===== src/logic/oss_pkg.sv =====
// Function
// - Chip select high: ignore clock, float data out
// - Chip select rise latches shift register to outputs
// - Chip select fall loads fault status
// - Data out driven while chip select low
// - Controller keeps clock low at select edges
// - Sample data in on clock fall
// - Advance and present bit on clock rise
// - One means on, applied at select rise
// - Controller sends output eight bit first
// - Eight-bit shift register, eight falls fill
// - Controller parks clock low when idle
// - Controller keeps data stable at clock fall
// - Fault must persist 100 to 300 us
// - Controller spaces accesses over 300 us; the host takes a new start as soon as it returns to idle
// - Controller clock at most 6 MHz
// - Status one for faulted, zero normal
// - First rise presents output eight status
// - Outputs five, six ORed with direct inputs
// - Enable low: outputs off, detection suspended
`default_nettype none
package oss_pkg;
  // ==========================================
  // Sizes and timing
  localparam int WORD_BITS = 8;
  localparam int CLK_MHZ = 50;
  localparam int FAULT_QUALIFY_MIN_US = 100;
  localparam int FAULT_QUALIFY_MAX_US = 300;
  // Between min and max so the window holds with margin
  localparam int FAULT_QUALIFY_US = 150;
  localparam int FAULT_QUALIFY_CYCLES = FAULT_QUALIFY_US * CLK_MHZ;
  localparam int ACCESS_SPACING_US = 300;
  localparam int SCLK_MAX_KHZ = 6000;
  localparam int SCLK_TYP_KHZ = 4000;
  // Host divider: half period in core cycles, 50/(2*5) = 5 MHz
  localparam int HOST_HALF_CYCLES = 5;
  localparam int HOST_GAP_CYCLES = 8;
  localparam logic [7:0] LATCH_RESET = 8'h00;
  localparam logic [7:0] SHIFT_RESET = 8'h00;
endpackage
`default_nettype wire


===== src/logic/oss_if.sv =====
`timescale 1ns/10ps
`default_nettype none
interface oss_if;
  logic cs_n;
  logic sclk;
  logic serial_data_in;
  logic sdo_out;
  logic sdo_oe;
  wire logic sdo_line;
  // Released line reads low; host only samples it inside a frame
  assign sdo_line = sdo_oe ? sdo_out : 1'b0;
  modport dev (input cs_n, input sclk, input serial_data_in, output sdo_out, output sdo_oe);
  modport host (output cs_n, output sclk, output serial_data_in, input sdo_line);
endinterface
`default_nettype wire


===== src/logic/oss_device.sv =====
`timescale 1ns/10ps
`default_nettype none
module oss_device #(
  parameter int FAULT_CYCLES = oss_pkg::FAULT_QUALIFY_CYCLES
) (
  input wire logic core_clk,
  input wire logic rst,
  oss_if.dev spi,
  input wire logic enable,
  input wire logic direct_drive_input_five,
  input wire logic direct_drive_input_six,
  input wire logic [7:0] fault_raw,
  output logic [7:0] out_on
);
  // ==========================================
  // Three-stage pin synchronisers
  // Select idles high so no false fall follows reset
  logic cs_lvl, cs_fall, cs_rise, sck_fall, sck_rise;
  logic en_q, di_q, in5_q, in6_q;

  oss_sync #(
    .RESET_VAL(1'b1)
  ) u_oss_sync_cs (
    .core_clk(core_clk),
    .rst(rst),
    .pin(spi.cs_n),
    .level(cs_lvl),
    .rise(cs_rise),
    .fall(cs_fall)
  );

  oss_sync #(
    .RESET_VAL(1'b0)
  ) u_oss_sync_sck (
    .core_clk(core_clk),
    .rst(rst),
    .pin(spi.sclk),
    .level(),
    .rise(sck_rise),
    .fall(sck_fall)
  );

  // Data lags the clock edge detector, so the bit before the fall is taken
  oss_sync #(
    .RESET_VAL(1'b0)
  ) u_oss_sync_di (
    .core_clk(core_clk),
    .rst(rst),
    .pin(spi.serial_data_in),
    .level(di_q),
    .rise(),
    .fall()
  );

  oss_sync #(
    .RESET_VAL(1'b0)
  ) u_oss_sync_en (
    .core_clk(core_clk),
    .rst(rst),
    .pin(enable),
    .level(en_q),
    .rise(),
    .fall()
  );

  oss_sync #(
    .RESET_VAL(1'b0)
  ) u_oss_sync_in5 (
    .core_clk(core_clk),
    .rst(rst),
    .pin(direct_drive_input_five),
    .level(in5_q),
    .rise(),
    .fall()
  );

  oss_sync #(
    .RESET_VAL(1'b0)
  ) u_oss_sync_in6 (
    .core_clk(core_clk),
    .rst(rst),
    .pin(direct_drive_input_six),
    .level(in6_q),
    .rise(),
    .fall()
  );

  // ==========================================
  // Fault qualification per output
  logic [7:0] status_reg, status_next;
  logic [31:0] fcnt_reg [8];
  logic [31:0] fcnt_next [8];
  always_comb begin
    status_next = status_reg;
    for (int i = 0; i < 8; i++) begin
      fcnt_next[i] = fcnt_reg[i];
      if (!en_q || !fault_raw[i]) begin
        fcnt_next[i] = 32'h0;
        if (en_q) begin
          status_next[i] = 1'b0;
        end
      end else if (fcnt_reg[i] >= 32'(FAULT_CYCLES - 1)) begin
        status_next[i] = 1'b1;
      end else begin
        fcnt_next[i] = fcnt_reg[i] + 32'h1;
      end
    end
  end
  always_ff @(posedge core_clk) begin
    if (rst) begin
      status_reg <= 8'h00;
      for (int i = 0; i < 8; i++) begin
        fcnt_reg[i] <= 32'h0;
      end
    end else begin
      status_reg <= status_next;
      fcnt_reg <= fcnt_next;
    end
  end

  // ==========================================
  // Shift register, latch, data out
  logic [7:0] shift_reg, shift_next, latch_reg, latch_next, out_reg, out_next;
  logic sdo_reg, sdo_next, oe_reg, oe_next;
  always_comb begin
    shift_next = shift_reg;
    latch_next = latch_reg;
    sdo_next = sdo_reg;
    oe_next = oe_reg;
    if (cs_fall) begin
      shift_next = status_reg;
      oe_next = 1'b1;
      sdo_next = status_reg[7];
    end else if (cs_rise) begin
      latch_next = shift_reg;
      oe_next = 1'b0;
    end else if (!cs_lvl) begin
      // Bit 7 is on the pin; rise moves the next bit out, fall takes data in
      if (sck_rise) begin
        sdo_next = shift_reg[7];
      end
      if (sck_fall) begin
        shift_next = {shift_reg[6:0], di_q};
      end
    end
    out_next = en_q ? latch_reg : 8'h00;
    out_next[4] = en_q & (latch_reg[4] | in5_q);
    out_next[5] = en_q & (latch_reg[5] | in6_q);
  end
  always_ff @(posedge core_clk) begin
    if (rst) begin
      shift_reg <= oss_pkg::SHIFT_RESET;
      latch_reg <= oss_pkg::LATCH_RESET;
      out_reg <= 8'h00;
      sdo_reg <= 1'b0;
      oe_reg <= 1'b0;
    end else begin
      shift_reg <= shift_next;
      latch_reg <= latch_next;
      out_reg <= out_next;
      sdo_reg <= sdo_next;
      oe_reg <= oe_next;
    end
  end
  assign spi.sdo_out = sdo_reg;
  assign spi.sdo_oe = oe_reg;
  assign out_on = out_reg;
endmodule

// ==========================================
// Pin synchroniser with agreement filter
// A level change counts only once stages two and three agree,
// which rejects a single-cycle glitch at the cost of one cycle.
module oss_sync #(
  parameter logic RESET_VAL = 1'b0
) (
  input wire logic core_clk,
  input wire logic rst,
  input wire logic pin,
  output logic level,
  output logic rise,
  output logic fall
);
  logic [2:0] s_reg, s_next;
  logic q_reg, q_next;
  always_comb begin
    s_next = {s_reg[1:0], pin};
    q_next = (s_reg[1] == s_reg[2]) ? s_reg[2] : q_reg;
    rise = ~q_reg & q_next;
    fall = q_reg & ~q_next;
  end
  always_ff @(posedge core_clk) begin
    if (rst) begin
      s_reg <= {3{RESET_VAL}};
      q_reg <= RESET_VAL;
    end else begin
      s_reg <= s_next;
      q_reg <= q_next;
    end
  end
  assign level = q_reg;
endmodule
`default_nettype wire


===== src/flat_wrapper.sv =====
// flat-port wrapper written by rule: the top's interface ports become plain ports
module oss_device_flat 
#(
  parameter int FAULT_CYCLES = oss_pkg::FAULT_QUALIFY_CYCLES
)
  (core_clk, rst, enable, direct_drive_input_five, direct_drive_input_six, fault_raw, out_on, spi_cs_n, spi_sclk, spi_serial_data_in, spi_sdo_out, spi_sdo_oe);
  oss_if spi_i ();
  input wire logic core_clk;
  input wire logic rst;
  input wire logic enable;
  input wire logic direct_drive_input_five;
  input wire logic direct_drive_input_six;
  input wire logic [7:0] fault_raw;
  output logic [7:0] out_on;
  input wire logic [$bits(spi_i.cs_n)-1:0] spi_cs_n;
  input wire logic [$bits(spi_i.sclk)-1:0] spi_sclk;
  input wire logic [$bits(spi_i.serial_data_in)-1:0] spi_serial_data_in;
  output wire logic [$bits(spi_i.sdo_out)-1:0] spi_sdo_out;
  output wire logic [$bits(spi_i.sdo_oe)-1:0] spi_sdo_oe;
  assign spi_i.cs_n = spi_cs_n;
  assign spi_i.sclk = spi_sclk;
  assign spi_i.serial_data_in = spi_serial_data_in;
  assign spi_sdo_out = spi_i.sdo_out;
  assign spi_sdo_oe = spi_i.sdo_oe;
  oss_device #(.FAULT_CYCLES(FAULT_CYCLES)) u_core (.core_clk(core_clk), .rst(rst), .spi(spi_i), .enable(enable), .direct_drive_input_five(direct_drive_input_five), .direct_drive_input_six(direct_drive_input_six), .fault_raw(fault_raw), .out_on(out_on));
endmodule

===== config.mk =====
export PLATFORM = sky130hd
export DESIGN_NAME = oss_device_flat
export DESIGN_NICKNAME = d
export VERILOG_FILES = /design/src/logic/oss_pkg.sv /design/src/logic/oss_if.sv /design/src/logic/oss_device.sv /design/src/flat_wrapper.sv
export SDC_FILE = /design/constraint.sdc
export NUM_CORES = 1
export LEC_CHECK = 0
export BUFFER_PORTS_ARGS = -buffer_cell sky130_fd_sc_hd__buf_4
export CAP_MARGIN = 20
export CORE_MARGIN = 2
export CORE_UTILIZATION = 56
export DETAILED_ROUTE_END_ITERATION = 6
export PLACE_DENSITY_LB_ADDON = 0.05
export RECOVER_POWER = 100
export SYNTH_ARGS = -nofsm -noshare
export SYNTH_HDL_FRONTEND = slang
export SYNTH_SLANG_ARGS = --single-unit

===== constraint.sdc =====
create_clock -name core_clk -period 2.3 [get_ports core_clk]
set_input_delay 0.115 -clock core_clk [delete_from_list [all_inputs] [get_ports core_clk]]
set_output_delay 0.115 -clock core_clk [all_outputs]
set_load 0.005 [all_outputs]

After elaboration in Yosys (flattened, before gate mapping)
Index checks and enable logic that the tools add are counted.

operators by class
  add/subtract/negate cells = 8
  magnitude comparators = 8
  equality and inequality tests = 16
  mux-type cells = 29
  bitwise operators = 14
  reductions and logical operators = 48

operator list
  kind                     number
  $add A32 B1 Y32 const B  8
  $ge A32 B13 Y1 const B   8
  $mux W8                  4
  $mux W1                  25
  $reduce_bool A2 Y1       11
  $reduce_and A2 Y1        9
  $reduce_or A2 Y1         9
  $ne A2 B2 Y1 const B     8
  $logic_not A1 Y1         9
  $logic_or A1 B1 Y1       8
  $and A1 B1 Y1            6
  $eq A1 B1 Y1             6
  $not A1 Y1               6
  $reduce_and A3 Y1        2
  $ne A2 B1 Y1 const B     2
  $or A1 B1 Y1             2

word-level totals
  bits in registers = 314
  input bits = 16
  output and inout port bits = 10
  logic and storage cells = 157

Depth between registers and ports, before layout
  depth in word-level cells = 8
  depth in mapped cells = 8
  gate-level depth less buffers = 7

By module
Synthesis repeated with hierarchy kept, for this count alone.

unflattened totals
  cells, all modules = 1,244
  area total of the unflattened synthesis = 11,713.7 um^2

modules (own cells, without submodules)
  module                               instances  cells an instance  area each (um^2)  sequential area each (um^2)
  oss_device                           1          1,166              10,945.5          5,805.6
  oss_sync (u_core.u_oss_sync_di ...)  5          13                 127.6             80.1
  oss_sync (u_core.u_oss_sync_cs)      1          13                 130.1             80.1

Worst setup path after synthesis
Ideal clock, no wire load.

  path type = register -> register
  start point = reg u_core.u_oss_sync_cs.q_reg (netlist: u_core.u_oss_sync_cs.level)
  end point = reg u_core.shift_reg[5]
  setup time = 0.086 ns
  data arrival time = 2.237 ns
  required time = 2.214 ns
  setup slack = -0.023 ns
  stages on the path, launching flop included = 8
  path buffers = 2
  clock period less this slack = 2.323 ns
  path through = dfxtp_1 maj3_1 ha_1 clkbuf_1 nor3_1 clkbuf_1 nor2_1 a211oi_1

on the way
  cells in the longest elaborated chain, start to end = 5
  elaborated cells between the ends (all ways) = 10
  classes of those cells = eq/ne (2); mux (2); bitwise (4); reduce/logical (2)

ends and longest elaborated chain
  element                                                                     line               RTL
  start, declared                                                             oss_device.sv:185  logic q_reg, q_next;
  start signal, assigned                                                      oss_device.sv:198  q_reg <= q_next;
  $mux W1 *                                                                   oss_device.sv:188  q_next = (s_reg[1] == s_reg[2]) ? s_reg[2] : q_reg;
  via u_core.u_oss_sync_cs.q_next                                             oss_device.sv:185
  $not A1 Y1                                                                  oss_device.sv:190  fall = q_reg & ~q_next;
  $and A1 B1 Y1                                                               oss_device.sv:190
  $ne A2 B1 Y1 (no source line) / $reduce_bool A2 Y1 (equally long branches)  -
  $reduce_and A3 Y1 (no source line)                                          -
  end signal, assigned                                                        oss_device.sv:152  shift_reg <= oss_pkg::SHIFT_RESET;
  end signal, assigned                                                        oss_device.sv:158  shift_reg <= shift_next;
  end, declared                                                               oss_device.sv:123  logic [7:0] shift_reg, shift_next, latch_reg, latch_next, out_reg, out_next;

Mark *: on every way through the listed nets, which the timed path passes. The rest lies on a longest branch.
A chain may end at the register's enable or synchronous reset.

Final worst setup path
  start point = reg u_core.fcnt_reg[243] in the netlist's numbering
  end point = reg u_core.fcnt_reg[233] in the netlist's numbering

on the way
  cells in the longest elaborated chain, start to end = 1

ends and longest elaborated chain
  element                 line               RTL
  start, declared         oss_device.sv:91   logic [31:0] fcnt_reg [8];
  start signal, assigned  oss_device.sv:117  fcnt_reg <= fcnt_next;
  $ge A32 B13 Y1          oss_device.sv:102  end else if (fcnt_reg[i] >= 32'(FAULT_CYCLES - 1)) begin

No other way between the ends.

==> results.yml <==
min_path:
  hp-class: "in2reg"
logic_synthesis:
  synth_cells: 1236
  ys_seq_area_share_pct: 53.5
  ys.flop_type: "dfxtp_1"
  syn_area_mm2: 0.0117
  syn-num-nets: 1263
  ys_warn_count: 0
  ys_ff_latch: 314
  postSynthAreaPerCell_um2: 9.50
  synthArstFlopShare_pct: 0
  ys_types: 53
  synth_edf_count: 0
setup_path:
  cp.required_ps: 2770
  cp.arrival_ps: 2660
  end_kind: "register"
  cp_max_fo: 12
  critPathLaunchType: "register"
  critical_path_class: "reg2reg"
timing:
  fin_tns_setup_ps: 0
  setup_violations: 0
  hold_viol_final: 0
  max_freq_ghz: 0.458
  slew_headroom_pct: 44.4
  min_period_ps: 2180
  slew_violations: 0
  clock_skew_ps: 9.75
  rsz0062_at_grt: "false"
  finalCritPeriodShare_pct: 94.9
  worst_slew_pin_slew_ps: 834
  whs_ps: 99.9
floorplan:
  die_h_um: 149
  core_mm2: 0.0204
  std_cell_rows: 52
  pin_count: 26
  die_area_mm2: 0.0222
  initial_core_util_pct: 57.5
  die_w_um: 149
detailed_routing:
  drt_first_pass_iters: 5
  vias: 8849
  drc: 0
  drt_iter0_drc: 486
  wl_mm: 22.1
  wire_per_inst_um: 14.2
  viasPerCell: 5.68
  postRouteAntennaNets: 0
global_routing:
  grt_pass1_vias: 8195
  overflow: 0
  met3_usage_pct: 3.06
  grt_first_pass_wirelength_mm: 38.4
  grt_start_max_net_pins: 69
  track_usage_pct: 20.2
  top_usage_layer: "met2"
  use_met2_pct: 32.5
  use_met1_pct: 29.1
  grt_antenna_before_repair: 0
layout:
  drive_gt1_share_pct: 8.00
  fin_area_mm2: 0.0133
  final_cell_mix: "dfxtp_1, and3_1, nand2_1"
  final_common_cell: "dfxtp_1"
  nNetsFinal: 1290
  syn_to_final_growth_pct: 13.5
  antenna_cells: 0
  largest_reg_flops: 256
  finish.utilization_pct: 65.3
  stdcell_count: 1557
run_status:
  status: "completed"
place:
  dp_hpwl_mm: 14.0
  io_buffers: 25
  placed_cell_area_mm2: 0.0122
  gp_congestion: 0.812
  place_inst: 1486
power_and_ir_drop:
  power_density_mw_per_mm2: 797
  p_leak_nw: 5.42
  peakVddDrop_v: 0.000704
clock_network:
  cts_root_buf: "clkbuf_16"
  cts_buffer_depth: 3
  post-cts-setup-buffers: 0
  clkSlewWorstSetupHoldPaths_ps: 60
  htreeDepth: 1
  clk_latency_ps: 550
  cts.sinks: 314
  cts_made_buffers: 31
  cts_tree: "done"
flow_run:
  drv_cap: 0
[routing by layer]
layer	share of wire [%]	up-vias
met5	0	-
met4	1.3	0
met1	51	4118
met3	2.8	26
li1	-	4616
met2	44	89
[cells by family (layout without fill, tap and decap cells)]
kind of cell    Yosys count  after routing  synth area share (%)
compound gates          208            208                  11.4
buf+inv                  90            141                  2.96
flops                   314            314                  53.5
fa+ha+maj                12             12                  1.26
mux                      30             30                  2.56
xor+xnor                 13             13                 0.969
simple gates            569            569                  27.3
[cell usage after synthesis (all sizes together), types with 25 or more instances]
cell / instances / area (um2)
a21oi: 68 / 340
and3: 168 / 1050
clkbuf: 63 / 236
dfxtp: 314 / 6290
mux2i: 30 / 300
nand2: 78 / 295
nand3: 45 / 225
nand4: 25 / 156
nor2: 60 / 225
nor4: 41 / 257
o21ai: 51 / 255
or3: 29 / 181
or4: 35 / 267
[repair_timing]
action                    CTS  global route
hold endpoints to repair  166             0
gates resized for setup     0             0
hold buffers               14             0
[critical path: stages, from the launching register on]
cell and delay, ps:
dfxtp_1 320, or4_1 590, a211oi_4 290, nand2_2 200, or4_1 550, a21oi_1 170
[layout make-up]
type	count	area, um2
clock buffer	44	895
fill	1737	7100
sequential	314	6290
clock inverter	13	151
multi-input combinational	832	5110
inverter	20	75.1
tap	270	338
timing repair buffer	64	479
[where the power goes]
part | total [mW] | leakage [nW] | internal [mW] | switching [mW]
sequential | 5.46 | 2.53 | 5.45 | 0.00557
combinational | 0.107 | 2.36 | 0.0445 | 0.0625
clock | 5.07 | 0.522 | 3.04 | 2.03
[worst paths after layout]
kind                                         to  cells past startpoint                          start  slack [ps]
hold reg to reg   u_core.u_oss_sync_cs.s_reg[1]                      1  u_core.u_oss_sync_cs.s_reg[0]         410
setup / recovery           u_core.fcnt_reg[233]                      5           u_core.fcnt_reg[243]         120
setup reg to reg           u_core.fcnt_reg[233]                      5           u_core.fcnt_reg[243]         120
hold / removal                 u_core.out_on[4]                      4                            rst         100
[stage by stage]
stage / setup slack, ps / power [mW]
after floorplan: 118 / 5.63
after global placement: 280 / 5.67
after detailed placement: 202 / 5.67
after CTS: 136 / 10.7
after global routing: 4.63 / 11.0
final: 116 / 10.6
Note: power is estimated with default switching activity, not from simulation.
